$ cat config.mk
export PLATFORM = sky130hd
export DESIGN_NAME = shu_unit
export DESIGN_NICKNAME = d
export VERILOG_FILES = /design/src/design/shu_pkg.sv /design/src/design/shu_unit.sv
export VERILOG_INCLUDE_DIRS = /design/src /design/src/design
export SDC_FILE = /design/constraint.sdc
export NUM_CORES = 1
export LEC_CHECK = 0
export ABC_CLOCK_PERIOD_IN_PS = 2600
export BUFFER_PORTS_ARGS = -buffer_cell sky130_fd_sc_hd__buf_2
export CORE_MARGIN = 2
export CORE_UTILIZATION = 46
export DETAILED_ROUTE_END_ITERATION = 10
export PLACE_DENSITY = 0.82
export SLEW_MARGIN = 0
export SYNTH_ARGS = -nofsm -noshare
export SYNTH_HDL_FRONTEND = slang
export SYNTH_SLANG_ARGS = --single-unit
$ cat constraint.sdc
create_clock -name sys_clk -period 2.6 [get_ports sys_clk]
set_clock_uncertainty 0.2 [all_clocks]
set_input_delay 0.13 -clock sys_clk [delete_from_list [all_inputs] [get_ports sys_clk]]
set_output_delay 0.13 -clock sys_clk [all_outputs]
set_load 0.05 [all_outputs]
$ cat src/design/shu_map.svh
`ifndef SHU_MAP_SVH
`define SHU_MAP_SVH

// ==========================================================
// Register bus map
`define SHU_ADDR_W          8
`define SHU_OFF_CTRL        8'h00
`define SHU_OFF_STATUS      8'h04
`define SHU_OFF_MASKS       8'h08

// ==========================================================
// Control register fields
`define SHU_CTRL_EVPEND     0
`define SHU_CTRL_DBGEN      1

// ==========================================================
// Special register selectors
`define SHU_SR_APPLICATION_STATUS_VIEW         5'h00
`define SHU_SR_IAPSR        5'h01
`define SHU_SR_EAPSR        5'h02
`define SHU_SR_PSR          5'h03
`define SHU_SR_EXCEPTION_NUMBER_VIEW         5'h05
`define SHU_SR_EXECUTION_STATUS_VIEW         5'h06
`define SHU_SR_IEPSR        5'h07
`define SHU_SR_PRIMARY_INTERRUPT_MASK      5'h10
`define SHU_SR_BASE_PRIORITY_MASK      5'h11
`define SHU_SR_CONDITIONAL_MAX_PRIORITY_MASK  5'h12
`define SHU_SR_FAULT_MASK_A    5'h13

// ==========================================================
// Status word field positions
`define SHU_PSR_FLAGS_LSB   27
`define SHU_PSR_GE_LSB      16
`define SHU_PRIO_W          8

// ==========================================================
// Reset values
`define SHU_RST_EVENT       1'b0
`define SHU_RST_CTRL        2'h0

`endif

$ cat src/design/shu_pkg.sv
`default_nettype none

// ==========================================================
// Types shared by the unit and its neighbours
package shu_pkg;
  typedef enum logic [2:0] {
    MODE_RUN = 3'h0,
    MODE_DSB = 3'h1,
    MODE_WFE = 3'h4,
    MODE_WFI = 3'h2
  } shu_mode_t;

  typedef enum logic [3:0] {
    OP_NONE, OP_DMB, OP_DSB, OP_ISB, OP_MRS, OP_MSR,
    OP_NOP, OP_SEV, OP_SVC, OP_WFE, OP_WFI
  } shu_op_t;

  typedef struct packed {
    logic        valid;
    shu_op_t     op;
    logic [4:0]  sreg;
    logic [1:0]  msrMask;   // Bit1 flags, bit0 greater-equal bits
    logic [31:0] srcValue;
  } shu_instr_t;

  typedef struct packed {
    logic excPendUnmasked;
    logic excNewPending;
    logic irqPendUnmasked;
    logic irqPendAny;
  } shu_nvic_t;

  typedef struct packed {
    logic valid;
    logic needPriv;
  } shu_ppb_t;

  typedef struct packed {
    logic [7:0]  addr;
    logic [31:0] wdata;
    logic        wr;
    logic        rd;
  } shu_bus_t;

  typedef struct packed {
    shu_mode_t   mode;
    logic        dmbDrain;
    logic        eventReg;
    logic [4:0]  flags;
    logic [3:0]  ge;
    logic        primary_interrupt_mask;
    logic        fault_mask_a;
    logic [7:0]  base_priority_mask;
    logic        event_on_pending_enable;
    logic        debugEn;
    logic        evtSync1;
    logic        evtSync2;
    logic        evtSync3;
    logic        dbgSync1;
    logic        dbgSync2;
    logic        issueHold;
    logic        memHold;
    logic        flushPipe;
    logic        eventOut;
    logic        svcRaise;
    logic        instrDone;
    logic        mrsValid;
    logic [31:0] mrsData;
    logic        flagsUpd;
    logic        ppbFault;
    logic        irqBlock;
    logic        faultBlock;
    logic        sleeping;
    logic [31:0] rdata;
  } shu_state_t;
endpackage

`default_nettype wire

$ cat src/design/shu_unit.sv
// Chosen here: the register addresses and the strobed register port.
`include "shu_map.svh"
`default_nettype none

// What this block does
// RULE1 - Memory before data barrier completes first
// RULE2 - Data barrier leaves non-memory instructions alone
// RULE3 - Hold issue after sync barrier until done
// RULE4 - Sync barrier done when accesses drained
// RULE5 - Instruction barrier flushes and refetches
// RULE6 - Status reads return zero state fields
// RULE7 - Conditional max name reads base mask
// RULE8 - Software avoids SP/PC as read target
// RULE9 - Software avoids SP/PC as write source
// RULE10 - Unprivileged moves reach only application status
// RULE11 - Unprivileged writes skip reserved and state bits
// RULE12 - Conditional max writes only when lowering
// RULE13 - Application status write sets flags directly
// RULE14 - Listed instructions leave flags unchanged
// RULE15 - No-operation retires with no cost
// RULE16 - Send event pulses out, sets event
// RULE17 - Supervisor call raises exception, immediate ignored
// RULE18 - Wait-for-event sleeps until wake source
// RULE19 - New pending exception wakes when enabled
// RULE20 - Event set: clear it, continue
// RULE21 - Wait-for-interrupt sleeps until interrupt cause
// RULE22 - Unprivileged private region access faults
// RULE23 - Masks block interrupts and faults
// RULE24 - Event register clears at reset
module shu_unit (
  input  wire logic               sys_clk,
  input  wire logic               reset,
  input  wire shu_pkg::shu_instr_t instr,
  input  wire logic               privileged,
  input  wire logic               memBusy,
  input  wire shu_pkg::shu_nvic_t nvic,
  input  wire shu_pkg::shu_ppb_t  ppbReq,
  input  wire logic               extEventPin,
  input  wire logic               debugReqPin,
  input  wire shu_pkg::shu_bus_t  bus,
  output logic [31:0]             busRdata,
  output logic                    issueHold,
  output logic                    memHold,
  output logic                    flushPipe,
  output logic                    eventOut,
  output logic                    svcRaise,
  output logic                    instrDone,
  output logic                    mrsValid,
  output logic [31:0]             mrsData,
  output logic                    flagsUpd,
  output logic [4:0]              flagsOut,
  output logic                    ppbFault,
  output logic                    irqBlock,
  output logic                    faultBlock,
  output logic                    sleeping
);
  import shu_pkg::*;

  // ==========================================================
  // State and helpers
  shu_state_t state_q;
  shu_state_t state_d;
  logic       take;
  logic       evtSet;
  logic       wakeWfe;
  logic       wakeWfi;
  logic       bpUpdate;

  // Status view with only flag and greater-equal fields populated
  function automatic logic [31:0] psrView(input logic [4:0] f, input logic [3:0] g);
    logic [31:0] v;
    v = 32'h0;
    v[`SHU_PSR_FLAGS_LSB +: 5] = f;
    v[`SHU_PSR_GE_LSB +: 4] = g;
    return v;
  endfunction

  // Selector names one of the program status views
  function automatic logic isPsr(input logic [4:0] s);
    return (s == `SHU_SR_APPLICATION_STATUS_VIEW) || (s == `SHU_SR_IAPSR) || (s == `SHU_SR_EAPSR) ||
           (s == `SHU_SR_PSR) || (s == `SHU_SR_EXCEPTION_NUMBER_VIEW) || (s == `SHU_SR_EXECUTION_STATUS_VIEW) ||
           (s == `SHU_SR_IEPSR);
  endfunction

  // ==========================================================
  // Issue, wake, event and mask-lowering terms
  assign take    = instr.valid && !state_q.issueHold;
  assign evtSet  = (take && instr.op == OP_SEV) ||
                   (state_q.evtSync2 && !state_q.evtSync3);
  assign wakeWfe = nvic.excPendUnmasked ||
                   (state_q.event_on_pending_enable && nvic.excNewPending) ||   // [RULE19]
                   (state_q.dbgSync2 && state_q.debugEn) ||
                   (state_q.evtSync2 && !state_q.evtSync3);       // [RULE18]
  assign wakeWfi = nvic.irqPendUnmasked ||
                   (state_q.primary_interrupt_mask && nvic.irqPendAny) ||
                   state_q.dbgSync2;                              // [RULE21]
  assign bpUpdate = (instr.srcValue[7:0] != 8'h0) &&
                    ((state_q.base_priority_mask == 8'h0) ||
                     (instr.srcValue[7:0] < state_q.base_priority_mask));    // [RULE12]

  // ==========================================================
  // Next state
  always_comb begin
    state_d = state_q;
    state_d.flushPipe = 1'b0;
    state_d.eventOut  = 1'b0;
    state_d.svcRaise  = 1'b0;
    state_d.instrDone = 1'b0;
    state_d.mrsValid  = 1'b0;
    state_d.flagsUpd  = 1'b0;
    state_d.rdata     = 32'h0;
    state_d.ppbFault  = ppbReq.valid && ppbReq.needPriv && !privileged;  // [RULE22]

    // Pin synchronisers and event edge
    state_d.evtSync1 = extEventPin;
    state_d.evtSync2 = state_q.evtSync1;
    state_d.evtSync3 = state_q.evtSync2;
    state_d.dbgSync1 = debugReqPin;
    state_d.dbgSync2 = state_q.dbgSync1;

    // Data barrier drain ends once nothing is outstanding
    if (state_q.dmbDrain && !memBusy) begin
      state_d.dmbDrain = 1'b0;  // [RULE1]
    end

    // Barrier and sleep sequencing
    case (state_q.mode)
      MODE_RUN: begin
        if (take) begin
          state_d.instrDone = 1'b1;
          case (instr.op)
            OP_DMB: begin
              state_d.dmbDrain = memBusy;  // [RULE1] [RULE2]
            end
            OP_DSB: begin
              state_d.mode = MODE_DSB;  // [RULE3]
              state_d.instrDone = 1'b0;
            end
            OP_ISB: begin
              state_d.flushPipe = 1'b1;  // [RULE5]
            end
            OP_SEV: begin
              state_d.eventOut = 1'b1;  // [RULE16]
            end
            OP_SVC: begin
              state_d.svcRaise = 1'b1;  // [RULE17]
            end
            OP_WFE: begin
              if (!state_q.eventReg) begin
                state_d.mode = MODE_WFE;  // [RULE18]
                state_d.instrDone = 1'b0;
              end
            end
            OP_WFI: begin
              state_d.mode = MODE_WFI;  // [RULE21]
              state_d.instrDone = 1'b0;
            end
            default: begin
              state_d.mode = MODE_RUN;  // [RULE15]
            end
          endcase
        end
      end
      MODE_DSB: begin
        if (!memBusy && !state_q.dmbDrain) begin
          state_d.mode = MODE_RUN;  // [RULE4]
          state_d.instrDone = 1'b1;
        end
      end
      MODE_WFE: begin
        if (wakeWfe) begin
          state_d.mode = MODE_RUN;
          state_d.instrDone = 1'b1;
        end
      end
      MODE_WFI: begin
        if (wakeWfi) begin
          state_d.mode = MODE_RUN;
          state_d.instrDone = 1'b1;
        end
      end
      default: begin
        state_d.mode = MODE_RUN;
      end
    endcase

    // Event register: clear on consumed wait, set wins
    if (take && instr.op == OP_WFE && state_q.eventReg) begin
      state_d.eventReg = 1'b0;  // [RULE20]
    end
    if (state_q.mode == MODE_WFE && wakeWfe) begin
      state_d.eventReg = 1'b0;
    end
    if (evtSet) begin
      state_d.eventReg = 1'b1;  // [RULE16]
    end

    // Special register read
    if (take && instr.op == OP_MRS) begin
      state_d.mrsValid = 1'b1;
      state_d.mrsData  = 32'h0;
      if (isPsr(instr.sreg)) begin
        // Exception-number and state-only views always read as zero
        if (instr.sreg <= `SHU_SR_PSR) begin
          state_d.mrsData = psrView(state_q.flags, state_q.ge);  // [RULE6]
        end
      end else if (privileged) begin  // [RULE10]
        case (instr.sreg)
          `SHU_SR_PRIMARY_INTERRUPT_MASK:     state_d.mrsData = {31'h0, state_q.primary_interrupt_mask};
          `SHU_SR_FAULT_MASK_A:   state_d.mrsData = {31'h0, state_q.fault_mask_a};
          `SHU_SR_BASE_PRIORITY_MASK,
          `SHU_SR_CONDITIONAL_MAX_PRIORITY_MASK: state_d.mrsData = {24'h0, state_q.base_priority_mask};  // [RULE7]
          default:             state_d.mrsData = 32'h0;
        endcase
      end
    end

    // Special register write
    if (take && instr.op == OP_MSR) begin
      if (instr.sreg == `SHU_SR_APPLICATION_STATUS_VIEW) begin
        // Only flag and greater-equal bits are ever taken
        if (instr.msrMask[1]) begin
          state_d.flags = instr.srcValue[`SHU_PSR_FLAGS_LSB +: 5];  // [RULE13] [RULE11]
        end
        if (instr.msrMask[0]) begin
          state_d.ge = instr.srcValue[`SHU_PSR_GE_LSB +: 4];  // [RULE13]
        end
        state_d.flagsUpd = instr.msrMask[1];  // [RULE14]
      end else if (privileged) begin  // [RULE10]
        case (instr.sreg)
          `SHU_SR_PRIMARY_INTERRUPT_MASK:   state_d.primary_interrupt_mask = instr.srcValue[0];
          `SHU_SR_FAULT_MASK_A: state_d.fault_mask_a = instr.srcValue[0];
          `SHU_SR_BASE_PRIORITY_MASK:   state_d.base_priority_mask = instr.srcValue[7:0];
          `SHU_SR_CONDITIONAL_MAX_PRIORITY_MASK: begin
            if (bpUpdate) begin
              state_d.base_priority_mask = instr.srcValue[7:0];  // [RULE12]
            end
          end
          default: state_d.base_priority_mask = state_q.base_priority_mask;
        endcase
      end
    end

    // Register bus
    if (bus.wr && bus.addr == `SHU_OFF_CTRL) begin
      state_d.event_on_pending_enable = bus.wdata[`SHU_CTRL_EVPEND];
      state_d.debugEn   = bus.wdata[`SHU_CTRL_DBGEN];
    end
    if (bus.rd) begin
      case (bus.addr)
        `SHU_OFF_CTRL:   state_d.rdata = {30'h0, state_q.debugEn, state_q.event_on_pending_enable};
        `SHU_OFF_STATUS: state_d.rdata = {26'h0, state_q.mode, state_q.sleeping,
                                          state_q.dmbDrain, state_q.eventReg};
        `SHU_OFF_MASKS:  state_d.rdata = {22'h0, state_q.fault_mask_a, state_q.primary_interrupt_mask,
                                          state_q.base_priority_mask};
        default:         state_d.rdata = 32'h0;
      endcase
    end

    // Registered holds and masks
    state_d.issueHold  = (state_d.mode != MODE_RUN);  // [RULE3]
    state_d.memHold    = state_d.dmbDrain;  // [RULE1]
    state_d.sleeping   = (state_d.mode == MODE_WFE) || (state_d.mode == MODE_WFI);
    state_d.irqBlock   = state_d.primary_interrupt_mask || state_d.fault_mask_a;  // [RULE23]
    state_d.faultBlock = state_d.fault_mask_a;  // [RULE23]
  end

  // ==========================================================
  // State register
  always_ff @(posedge sys_clk or posedge reset) begin
    if (reset) begin
      state_q <= '0;
      state_q.mode <= MODE_RUN;
      state_q.eventReg <= `SHU_RST_EVENT;  // [RULE24]
      {state_q.debugEn, state_q.event_on_pending_enable} <= `SHU_RST_CTRL;
    end else begin
      state_q <= state_d;
    end
  end

  // Outputs straight from the state register
  assign busRdata   = state_q.rdata;
  assign issueHold  = state_q.issueHold;
  assign memHold    = state_q.memHold;
  assign flushPipe  = state_q.flushPipe;
  assign eventOut   = state_q.eventOut;
  assign svcRaise   = state_q.svcRaise;
  assign instrDone  = state_q.instrDone;
  assign mrsValid   = state_q.mrsValid;
  assign mrsData    = state_q.mrsData;
  assign flagsUpd   = state_q.flagsUpd;
  assign flagsOut   = state_q.flags;
  assign ppbFault   = state_q.ppbFault;
  assign irqBlock   = state_q.irqBlock;
  assign faultBlock = state_q.faultBlock;
  assign sleeping   = state_q.sleeping;
endmodule

`default_nettype wire

==> results of run 1 <==
-- what timing repair did --
action / CTS / global route
hold buffers: 41 / 0
hold endpoints to repair: 106 / 0
buffers inserted: 0 / 0
-- Yosys cell counts, drive strengths merged --
| cell type | number |
|---|---|
| o21ai | 15 |
| and3 | 2 |
| nor2b | 5 |
| ha | 7 |
| nand3b | 3 |
| nand2b | 3 |
| or3 | 2 |
| o31a | 1 |
| nand4 | 5 |
| o211a | 1 |
| a31oi | 2 |
| and3b | 1 |
| a211oi | 2 |
| a22oi | 4 |
| nand3 | 7 |
| mux2 | 13 |
| a2111oi | 1 |
| a22o | 16 |
| and2 | 4 |
| nor2 | 19 |
| o2111ai | 1 |
| and2b | 1 |
| xnor2 | 1 |
| nand4bb | 1 |
| nor4 | 7 |
| a21oi | 8 |
| inv | 13 |
| nand2 | 32 |
| buf | 71 |
| or2b | 1 |
| a211o | 1 |
| nor3 | 7 |
| dfrtp | 68 |
| o31ai | 1 |
| mux2i | 2 |
| nor3b | 3 |
| conb | 1 |
| or4 | 2 |
| a31o | 1 |
| o32ai | 1 |
| o21ba | 2 |
| clkbuf | 9 |
| o221ai | 2 |
-- worst max-delay path, delay by kind of cell (launching register included) --
family / cells / cell delay (ns)
and+or+nand+nor: 3 / 0.98
DFF: 1 / 0.49
AOI/OAI and AO/OA: 1 / 0.12
buffers and inverters: 1 / 0.56
-- cells in the final DEF (no fill, tap or decap), types with 2 or more instances in the layout --
cell	netlist	final
conb_1	1	37
clkinv_2	0	2
a31oi_1	2	2
and2_1	4	4
a22o_1	16	16
a21oi_1	8	8
nor4_1	7	7
nor2b_1	5	5
a211oi_1	2	2
nor3b_1	2	2
mux2i_1	2	2
inv_1	13	12
dfrtp_1	68	68
and3_1	2	2
mux2_2	13	13
nand2b_1	3	3
inv_6	0	2
nand3_1	7	7
dlygate4sd3_1	0	41
nor2_1	19	19
nand3b_1	3	3
o21ai_0	15	15
clkbuf_8	2	9
buf_2	0	96
nor3_1	6	6
ha_1	7	7
or3_1	2	2
nand2_1	32	32
buf_4	69	3
nand4_1	5	5
a22oi_1	4	4
o221ai_1	2	2
-- power by group through the flow --
stage | combinational (mW) | clock, mW | sequential, mW
final | 0.371 | 0.867 | 1.09
after global routing | 0.399 | 0.932 | 1.10
after CTS | 0.369 | 0.887 | 1.09
after detailed placement | 0.324 | 0 | 1.11
after global placement | 0.318 | 0 | 1.11
after floorplan | 0.275 | 0 | 1.13
-- path summary, 6_finish.rpt --
path	startpoint	depth (start not counted)	slack (ns)	end
worst min register to register	state_d[79]	0	0.15	state_d[78]
max in group asynchronous	reset	4	1.69	flagsOut[1]
worst min-delay path	bus[1]	3	0.005	state_q[82]
worst max register to register	state_q[105]	5	0.19	memHold
worst max-delay path	state_q[105]	5	0.19	memHold
min in group asynchronous	reset	4	0.18	state_d[78]
-- state kept, by name, summed over array words and instances, names as in the netlist --
signal	cells
busRdata	10
eventOut	1
faultBlock	1
flagsOut	5
flagsUpd	1
flushPipe	1
instrDone	1
irqBlock	1
issueHold	1
memHold	1
mrsData	17
mrsValid	1
ppbFault	1
sleeping	1
state_d	3
state_q	21
svcRaise	1
-- cell families (layout without fill, tap and decap cells) --
family                     Yosys count  count (layout)
adders and majority gates            7               7
DFF                                 68              68
xor gates and xnor gates             1               1
AOI/OAI and AO/OA                   59              59
other                                1              37
and+or+nand+nor                    105             105
muxes                               15              15
buffers and inverters               93             170
-- routing by layer --
| layer | global-route usage | vias to the layer above |
|---|---|---|
| met5 | 0 | - |
| met4 | 0.0721 | 0 |
| met3 | 0.0415 | 11 |
| met1 | 0.232 | 1320 |
| li1 | - | 1325 |
| met2 | 0.339 | 98 |
-- through the flow --
stage / hold WS (ns) / utilization / total power [mW] / cells
CTS: 0.00806 / 0.576 / 2.35 / 564
floorplan: -0.0386 / - / 1.40 / 385
finish: 0.00529 / 0.576 / 2.33 / 564
global placement: 0.0304 / 0.497 / 1.43 / 507
detailed placement: 0.0328 / 0.497 / 1.44 / 507
global route: 0.0122 / 0.576 / 2.43 / 564
-- final cells by class --
cell class              instances  share of cell area
well taps                     102              0.0290
multi-input cells             224               0.317
flip-flops and latches         68               0.386
inverters                      13              0.0111
repair buffers                141               0.212
clock inverters                 7              0.0168
clock buffers                   9              0.0281
==> out/results.md, run 1 <==
| Step | Result | Reported |
|---|---|---|
| grt | Maximum number of pins on one net before global-route repair | 69 |
| routing | Metal-1 WL | 3320 um |
| synthesis | Number of flip-flops and latches in the synthesized netlist | 68 |
| synthesis | Simple-gate share of the synthesized area | 0.152 |
| die | Die outline area | 8560 sq um |
| pwr | Peak ir drop on the vdd network | 360 uV |
| routing | Detailed Route WL | 7940 um |
| cts | CTS clk-pin slew, worst paths | 0.07 ns |
| synthesis | Warnings from Yosys | 0 |
| synthesis | Average cell area after synthesis | 10.3 sq um |
| finish | Area occupied by registers | 1700 sq um |
| place | Placed cell areas | 3800 sq um |
| finish | Final antenna diode count | 0 |
| pwr | Static Leakage | 2.26 nW |
| timing | Slew margin rel. | 0.652 |
| worst setup path | Critical path cell sequence | or4_4 > nor3_1 > a31oi_1 > nor2b_1 > dlygate4sd3_1 |
| finish | Net count, final | 562 |
| timing | Final period utilization | 0.929 |
| synthesis | Multiplexer area fraction after synthesis | 0.0461 |
| place | Number of I/O port buffers | 96 |
| routing | Amount of wire on met2 after detailed routing | 4060 um |
| worst setup path | Delay of the slowest cell on the worst path | 0.62 ns |
| routing | Initial drt markers | 112 |
| worst setup path | Crit path capture type | flip-flop |
| synthesis | Number of standard cells after synthesis | 349 |
| synthesis | Cell types occupying the most area after synthesis | dfrtp_1 (47%), buf_4 (14%), mux2_2 (4.1%) |
| die | FP Rows | 32 |
| cts | Clock tree from TritonCTS | built |
| timing | Hold violation total from the final report | 0 |
| pwr | Net Sw Power | 0.690 mW |
| die | Chip Width | 92.5 um |
| pwr | Sequential group share of total power | 0.469 |
| place | Placement-stage worst setup slack | 0.276 ns |
| worst setup path | Crit path kind | reg -> reg |
| timing | Minimum period implied by the final worst setup slack | 2.41 ns |
| cts | H-tree depth | 3 |
| timing | Count of final max-slew check failures | 0 |
| routing | Total DRC errors in the routed layout | 0 |
| timing | RSZ-0062 raised after global routing | false |
| cts | Clock buffers created by TritonCTS | 9 |
| grt | Initial antenna violation count | 0 |
| synthesis | Compound-Gate Fraction of Synth Area | 0.124 |
| pwr | Switching power as a share of total power | 0.296 |
| synthesis | Area share of the largest cell type after synthesis | 0.472 |
| grt | Vias in the first global route | 2764 |
| worst setup path | Critical path arrival | 2.49 ns |
| finish | Combined area of the multi-input logic cells | 1400 sq um |
| die | Count of pins on the block boundary | 179 |
| pwr | Internal power | 1.64 mW |
| cts | Clock insertion delay at the later pin of the skew report | 0.34 ns |
| timing | Final worst setup slack | 0.185 ns |
| worst setup path | CP max FO | 9 |
| routing | DRT Pass-1 Iters | 4 |
| cts | Maximum root-to-sink buffer count | 2 |
| timing | Total of endpoints with negative setup slack in the final report | 0 |
| synthesis | Combinational family with the most area after synthesis | buffers and inverters |
| synthesis | Distinct cell type count after synthesis | 49 |
| finish | Filler cell count in the final layout | 672 |
| timing | Maximum clock frequency | 414 MHz |
| timing | Pin slew with the least headroom to its limit | 0.519 ns |
| die | Die Span Y | 92.5 um |
| synthesis | Synth area leader | dfrtp_1 |
| run | Max-cap check violation count | 0 |
| pwr | Combinational share of power | 0.159 |
| place | GP Congestion | 0.882 |
| finish | Fin area | 4410 sq um |
| min path | Worst Hold Class | in -> reg |
| routing | Wirelength per Cell | 14.1 um |
| cts | Number of sinks handled by clock tree synthesis | 68 |
| synthesis | Netlist Area Pre-Place | 3610 sq um |
| place | Post-detail-place hpwl | 5500 um |
| synthesis | Post-synthesis sequential area ratio | 0.472 |
| synthesis | Xor/xnor cell area share of the yosys netlist | 0.00243 |
| routing | Routed wire length on met3 | 409 um |
| timing | Total negative slack for setup checks | 0 ns |
| routing | Via count of the routed design | 2754 |
| routing | Top routing layer used | met4 |
| finish | Area Overhead vs Synth | 22.2% |
| grt | Wire length of the first global-routing pass | 13000 um |
| worst setup path | WP data required | 2.68 ns |
| routing | Antenna viol nets, final | 0 |
| pwr | Power per cell area | 529 nW/um^2 |
| pwr | Fraction of power consumed by the clock network | 0.372 |
| grt | GR Util All Layers | 0.193 |
| grt | Total congestion overflow after global routing | 0 |
| worst setup path | Worst path slowest cell | or4_4 |
| outcome | Outcome | finished clean |
| cts | Number of gates resized after cts | 0 |
| die | Initial cell density of the core | 0.472 |
| die | Core area | 7650 sq um |
| worst setup path | Critical Path Source Type | flip-flop |
| routing | Per-cell via count in the routed design | 4.88 |
| cts | Root buffer cell | clkbuf_8 |
| synthesis | Adder and majority gate portion of the synthesized area | 0.0243 |
| finish | Share of final-layout standard cells stronger than drive strength 1 | 0.303 |
(Power assumes the default switching activity.)
==> run 2, diff against run 1 <==
--- a/config.mk
+++ b/config.mk
@@ -8,9 +8,9 @@
 export LEC_CHECK = 0
 export ABC_CLOCK_PERIOD_IN_PS = 2600
 export BUFFER_PORTS_ARGS = -buffer_cell sky130_fd_sc_hd__buf_2
-export CORE_MARGIN = 2
 export CORE_UTILIZATION = 46
 export DETAILED_ROUTE_END_ITERATION = 10
+export GPL_TIMING_DRIVEN = 0
 export PLACE_DENSITY = 0.82
 export SLEW_MARGIN = 0
 export SYNTH_ARGS = -nofsm -noshare
==> out/results.md, run 2 (synthesis results as in run 1) <==
| Step | Result | Reported | Delta |
|---|---|---|---|
| timing | Hold violation total from the final report | 0 | unchanged |
| cts | Post-CTS repair timing setup buffer count | 0 | unchanged |
| place | Inst Count DP | 578 | +14% |
| die | Core area | 7410 sq um | -3.1% |
| grt | Vias in the first global route | 2997 | +8.4% |
| routing | Initial drt markers | 230 | +110% |
| die | Count of pins on the block boundary | 179 | unchanged |
| timing | Total of endpoints with negative setup slack in the final report | 0 | unchanged |
| worst setup path | Kind of cell adding the most delay to the critical path | buffers and inverters |  |
| timing | Pin slew with the least headroom to its limit | 0.807 ns | +0.288 ns |
| cts | CTS clk-pin slew, worst paths | 0.07 ns | about the same |
| finish | Final antenna diode count | 0 | unchanged |
| cts | Maximum root-to-sink buffer count | 2 | unchanged |
| timing | Slew margin rel. | 0.461 | -0.191 |
| finish | Area Overhead vs Synth | 37.4% |  |
| die | FP Rows | 31 | -3.1% |
| pwr | Combinational share of power | 0.174 | +0.015 |
| place | Placed cell areas | 4350 sq um | +15% |
| pwr | Power per cell area | 496 nW/um^2 | -6.2% |
| pwr | Switching power as a share of total power | 0.279 | -0.0175 |
| run | Max-cap check violation count | 0 | unchanged |
| pwr | Peak ir drop on the vdd network | 224 uV | -38% |
| finish | Most frequent cells in the layout | buf_2 (93), buf_4 (69), dfrtp_1 (68) |  |
| routing | Detailed Route WL | 8720 um | +9.9% |
| pwr | Sequential group share of total power | 0.445 | -0.024 |
| timing | Minimum period implied by the final worst setup slack | 2.51 ns | +0.0915 ns |
| worst setup path | CP max FO | 6 | -3 |
| finish | Largest register by flop count | state_q |  |
| cts | Root buffer cell | clkbuf_8 |  |
| worst setup path | Number of buffers and inverters on the critical path | 3 | +2 |
| routing | Antenna viol nets, final | 0 | unchanged |
| pwr | Internal power | 1.77 mW | +8.1% |
| worst setup path | Cell mode on critical path | dlygate4sd3_1 |  |
| cts | Clock insertion delay at the later pin of the skew report | 0.34 ns | about the same |
| cts | Number of gates resized after cts | 0 | unchanged |
| worst setup path | WP data required | 2.67 ns | about the same |
| worst setup path | Delay of the slowest cell on the worst path | 0.64 ns | +0.02 ns |
| worst setup path | Critical Path Source Type | primary input |  |
| routing | Total DRC errors in the routed layout | 0 | unchanged |
| finish | Net count, final | 634 | +13% |
| routing | Via count of the routed design | 3091 | +12% |
| place | Number of I/O port buffers | 93 | -3.1% |
| cts | H-tree depth | 3 | unchanged |
| worst setup path | Crit path capture type | flip-flop |  |
| finish | Share of final-layout standard cells stronger than drive strength 1 | 0.388 | +0.0846 |
| finish | Fin area | 4960 sq um | +12% |
| pwr | Net Sw Power | 0.685 mW | -0.77% |
| grt | Initial antenna violation count | 0 | unchanged |
| grt | GR Util All Layers | 0.225 | +0.0323 |
| timing | Final period utilization | 0.964 | +0.0352 |
| cts | Number of sinks handled by clock tree synthesis | 68 | unchanged |
| die | Die Span Y | 90.5 um | -2.2% |
| min path | Worst Hold Class | in -> reg |  |
| worst setup path | Worst path slowest cell | dlygate4sd3_1 |  |
| finish | Number of flip-flops under the largest register name | 21 | unchanged |
| pwr | Static Leakage | 2.64 nW | +17% |
| grt | Total congestion overflow after global routing | 0 | unchanged |
| routing | Wirelength per Cell | 13.8 um | -2.1% |
| place | GP Congestion | 0.899 | +2.0% |
| place | Post-detail-place hpwl | 6020 um | +9.5% |
| grt | Maximum number of pins on one net before global-route repair | 37 | -46% |
| worst setup path | Critical path cell sequence | buf_2 > or4_1 > nor3_1 > nand2_1 > dlygate4sd3_1 > nor2_1 > dlygate4sd3_1 |  |
| worst setup path | Critical path arrival | 2.58 ns | +0.09 ns |
| outcome | Outcome | finished clean |  |
| finish | Most common library cell in the layout ignoring fill and taps | buf_2 |  |
| die | Chip Width | 90.5 um | -2.2% |
| pwr | Fraction of power consumed by the clock network | 0.381 | +0.009 |
| routing | Per-cell via count in the routed design | 4.88 | about the same |
| routing | DRT Pass-1 Iters | 5 | +1 |
| timing | Maximum clock frequency | 399 MHz | -3.6% |
| die | Die outline area | 8200 sq um | -4.3% |
| cts | Clock buffers created by TritonCTS | 9 | unchanged |
| finish | Non-Filler Instances | 633 | +12% |
| timing | Count of final max-slew check failures | 0 | unchanged |
| worst setup path | Crit path kind | in -> reg |  |
| die | Initial cell density of the core | 0.487 | +0.0152 |
| grt | Wire length of the first global-routing pass | 14300 um | +10% |
| cts | Clock tree from TritonCTS | built |  |
| timing | RSZ-0062 raised after global routing | false |  |
[run 2: cell types whose count changed in the layout (fill, tap and decap cells not counted), moves of 2 or more]
| cell | change |
|---|---|
| clkbuf_8 | +2 |
| buf_6 | +2 |
| clkbuf_1 | +7 |
| buf_2 | -3 |
| inv_6 | -2 |
| buf_4 | +66 |
| dlygate4sd3_1 | -2 |
[run 2: stage by stage]
stage / power (mW) / hold slack, ns / util / TNS [ns] / setup slack, ns
3_3_place_gp: 1.48 / 0.0374 / 0.585 / -13.54 / -0.204
4_1_cts: 2.47 / 0.00504 / 0.669 / 0 / 0.332
2_1_floorplan: 1.40 / -0.0386 / - / 0 / 0.507
3_5_place_dp: 1.49 / 0.0401 / 0.587 / 0 / 0.354
5_1_grt: 2.56 / 0.0324 / 0.669 / 0 / 0.104
6_report: 2.46 / 0.0141 / 0.669 / 0 / 0.0938
[run 2: power groups by stage]
stage	clock network [mW]	registers, mW	logic [mW]
3_5_place_dp	0	1.11	0.378
3_3_place_gp	0	1.11	0.368
2_1_floorplan	0	1.13	0.275
6_report	0.936	1.09	0.428
4_1_cts	0.953	1.09	0.423
5_1_grt	1.00	1.10	0.460
[run 2: what timing repair did]
item,4_1_cts,5_1_grt
setup endpoints to repair,0,0
hold endpoints to repair,73,0
hold buffers,39,0
[run 2: final cells by class]
class                      count  area, sq um
tap                           99          124
buffer                        80          594
multi-input combinational    224         1400
inverter                      13         48.8
clock buffer                   9          124
clock inverter                 7         91.3
sequential                    68         1700
timing repair buffer         133          876
fill                         554         2450
[run 2: final timing paths]
path | cells after the start | slack [ns] | endpoint | startpoint
min in group asynchronous | 3 | 0.29 | mrsData[30] | reset
worst min-delay path | 3 | 0.01 | flagsUpd | instr[33]
worst min register to register | 0 | 0.15 | state_d[78] | state_d[79]
worst max register to register | 6 | 0.34 | state_q[84] | state_q[84]
worst max-delay path | 7 | 0.09 | busRdata[1] | bus[39]
max in group asynchronous | 4 | 1.26 | mrsData[4] | reset
[run 2: worst min-delay path, stage by stage]
cell	delay [ns]
buf_2	0.10
nand4_1	0.21
inv_1	0.07
[run 2: metal layers]
| layer | GRT usage | vias up | routed length, um |
|---|---|---|---|
| met5 | 0 | - | 0 |
| met4 | 0.0860 | 0 | 239 |
| met3 | 0.0631 | 26 | 607 |
| met2 | 0.380 | 155 | 4360 |
| met1 | 0.272 | 1436 | 3520 |
| li1 | - | 1474 | - |
==> run 3, diff against run 2 <==
--- a/config.mk
+++ b/config.mk
@@ -8,6 +8,7 @@
 export LEC_CHECK = 0
 export ABC_CLOCK_PERIOD_IN_PS = 2600
 export BUFFER_PORTS_ARGS = -buffer_cell sky130_fd_sc_hd__buf_2
+export CORE_ASPECT_RATIO = 1.2
 export CORE_UTILIZATION = 46
 export DETAILED_ROUTE_END_ITERATION = 10
 export GPL_TIMING_DRIVEN = 0
==> constraint.sdc (replaced) <==
create_clock -name sys_clk -period 2.6 [get_ports sys_clk]
set_clock_uncertainty 0.2 [all_clocks]
set_input_delay 0.13 -clock sys_clk [delete_from_list [all_inputs] [get_ports sys_clk]]
set_output_delay 0.13 -clock sys_clk [all_outputs]
set_load 0.01 [all_outputs]
==> out/results.md, run 3 (synthesis results as in run 1) <==
| Step | Result | Reported | Delta |
|---|---|---|---|
| outcome | Outcome | finished clean |  |
| finish | Share of final-layout standard cells stronger than drive strength 1 | 0.388 | +0.000727 |
| timing | Count of final max-slew check failures | 0 | unchanged |
| finish | Most common library cell in the layout ignoring fill and taps | buf_2 |  |
| die | Core area | 7620 sq um | +2.9% |
| worst setup path | Crit path capture type | flip-flop |  |
| worst setup path | Crit path kind | reg -> reg |  |
| worst setup path | Kind of cell adding the most delay to the critical path | compound AO/OA/AOI/OAI gates |  |
| timing | Final period utilization | 0.907 | -0.0573 |
| timing | Final worst setup slack | 0.243 ns | +0.149 ns |
| min path | Hold_sp | nvic[2] |  |
| routing | Detailed Route WL | 8500 um | -2.6% |
| routing | Wirelength per Cell | 13.6 um | -1.4% |
| timing | RSZ-0062 raised after global routing | false |  |
| routing | Via count of the routed design | 3046 | -1.5% |
| pwr | Peak ir drop on the vdd network | 317 uV | +41% |
| die | Die Span Y | 99.0 um | +9.3% |
| timing | Total of endpoints with negative setup slack in the final report | 0 | unchanged |
| min path | Worst Hold Class | in -> reg |  |
| cts | Clock insertion delay at the later pin of the skew report | 0.35 ns | about the same |
| grt | Wire length of the first global-routing pass | 14000 um | -2.5% |
| routing | Initial drt markers | 114 | -50% |
| finish | Net count, final | 633 | -0.16% |
| die | Count of pins on the block boundary | 179 | unchanged |
| routing | Antenna viol nets, final | 0 | unchanged |
| min path | WHS Path Cells | 4 | +1 |
| worst setup path | Number of cells traversed by the worst register-to-register path | 6 | unchanged |
| cts | CTS clk-pin slew, worst paths | 0.07 ns | about the same |
| timing | Total negative slack for setup checks | 0 ns | unchanged |
| grt | Total congestion overflow after global routing | 0 | unchanged |
| timing | Maximum clock frequency | 424 MHz | +6.3% |
| cts | Clock buffers created by TritonCTS | 9 | unchanged |
| timing | Slew margin rel. | 0.540 | +0.0786 |
| timing | Hold violation total from the final report | 0 | unchanged |
| worst setup path | CP max FO | 8 | +2 |
| finish | Number of flip-flops under the largest register name | 21 | unchanged |
| routing | Per-cell via count in the routed design | 4.87 | -0.19% |
| worst setup path | Critical path cell sequence | inv_1 > ha_1 > a2111oi_0 > o31a_1 > o2111ai_2 > a22o_1 |  |
| cts | Number of gates resized after cts | 0 | unchanged |
| worst setup path | WP data required | 2.64 ns | -0.03 ns |
| finish | Largest register by flop count | state_q |  |
| worst setup path | RR Startpoint | state_q[84] |  |
| cts | Root buffer cell | clkbuf_8 |  |
| finish | Filler cell count in the final layout | 579 | +4.5% |
| place | Number of I/O port buffers | 93 | unchanged |
| worst setup path | Worst path slowest cell | dfrtp_1 |  |
| routing | DRT Pass-1 Iters | 4 | -1 |
| run | Max-cap check violation count | 0 | unchanged |
| worst setup path | Startpoint of the worst setup timing path | state_q[84] |  |
| die | Chip Width | 82.8 um | -8.5% |
| timing | Pin slew with the least headroom to its limit | 0.689 ns | -0.118 ns |
| grt | GR Util All Layers | 0.218 | -0.00731 |
| worst setup path | Delay of the slowest cell on the worst path | 0.46 ns | -0.18 ns |
| die | Initial cell density of the core | 0.473 | -0.0135 |
| routing | Total DRC errors in the routed layout | 0 | unchanged |
| worst setup path | Number of logic stages on the critical path including buffering | 6 | -1 |
| grt | Initial antenna violation count | 0 | unchanged |
| cts | H-tree depth | 3 | unchanged |
| place | Placement-stage worst setup slack | 0.262 ns | -0.0919 ns |
| cts | Clock tree from TritonCTS | built |  |
| pwr | Static Leakage | 2.63 nW | -0.60% |
| pwr | Total design power | 2.27 mW | -7.7% |
| grt | Vias in the first global route | 2954 | -1.4% |
| cts | Number of sinks handled by clock tree synthesis | 68 | unchanged |
| cts | Maximum root-to-sink buffer count | 2 | unchanged |
| worst setup path | Critical Path Source Type | flip-flop |  |
| worst setup path | Critical path arrival | 2.40 ns | -0.18 ns |
| die | Die outline area | 8200 sq um | about the same |
| pwr | Power per cell area | 461 nW/um^2 | -7.1% |
| finish | Area Overhead vs Synth | 36.5% |  |
| worst setup path | Number of buffers and inverters on the critical path | 1 | -2 |
| timing | Minimum period implied by the final worst setup slack | 2.36 ns | -0.149 ns |
| finish | Final antenna diode count | 0 | unchanged |
| grt | Maximum number of pins on one net before global-route repair | 38 | +2.7% |
| finish | Most frequent cells in the layout | buf_2 (93), buf_4 (69), dfrtp_1 (68) |  |
| place | Post-detail-place hpwl | 6080 um | +0.90% |
| place | GP Congestion | 0.831 | -7.6% |
| die | FP Rows | 35 | +13% |
==> run 3: changes by cell type in the layout (fill, tap and decap cells not counted) <==
| cell | previous run | this run |
|---|---|---|
| bufinv_16 | 2 | 1 |
| clkinvlp_4 | 1 | 3 |
| inv_6 | 0 | 1 |
| dlygate4sd3_1 | 39 | 38 |
| clkinv_2 | 3 | 1 |
==> run 3: cell type report <==
class / instances / area, sq um / share of cell area
Clock buffer: 9 / 124 / 0.0252
Inverter: 13 / 48.8 / 0.00992
Multi-Input combinational cell: 224 / 1400 / 0.284
Buffer: 80 / 594 / 0.121
Clock inverter: 7 / 75.1 / 0.0153
Tap cell: 92 / 115 / 0.0234
Sequential cell: 68 / 1700 / 0.346
Timing Repair Buffer: 132 / 866 / 0.176
==> run 3: repair_timing <==
action,4_1_cts,5_1_grt
hold buffers,38,0
endpoints found under the setup margin,0,0
endpoints found under the hold margin,69,0
setup buffers,0,0
==> run 3: metrics by stage <==
stage | cells | cell area (sq um) | hold WS [ns] | utilization
finish | 625 | 4920 | 0.0180 | 0.646
global route | 625 | 4920 | 0.0346 | 0.646
CTS | 625 | 4920 | 0.00152 | 0.646
detailed placement | 571 | 4340 | 0.0413 | 0.570
global placement | 570 | 4320 | 0.0404 | 0.567
floorplan | 385 | 3740 | -0.0386 | -
==> run 3: layer usage <==
layer,wire length [um],GRT usage,vias up
met4,263,0.107,0
met3,483,0.0452,23
met2,4490,0.393,119
met5,0,0,-
li1,-,-,1463
met1,3260,0.244,1441
==> run 3: report_power, final <==
group / switching [mW] / internal, mW / total [mW]
registers: 0.0162 / 1.08 / 1.09
clock network: 0.422 / 0.445 / 0.867
logic: 0.151 / 0.158 / 0.308
total: 0.589 / 1.68 / 2.27
==> run 3: final timing paths <==
kind	to	slack [ns]
max	state_q[90]	0.24
min	state_q[106]	0.02
max reg2reg	state_q[90]	0.24
min reg2reg	state_d[78]	0.15
max in group asynchronous	state_q[88]	1.31
min in group asynchronous	memHold	0.27
==> run 3: worst min-delay path: cells and delay by family <==
family	cells	cell delay, ns
AO/OA/AOI/OAI	2	0.17
AND/OR/NAND/NOR	1	0.14
buffers and inverters	1	0.08
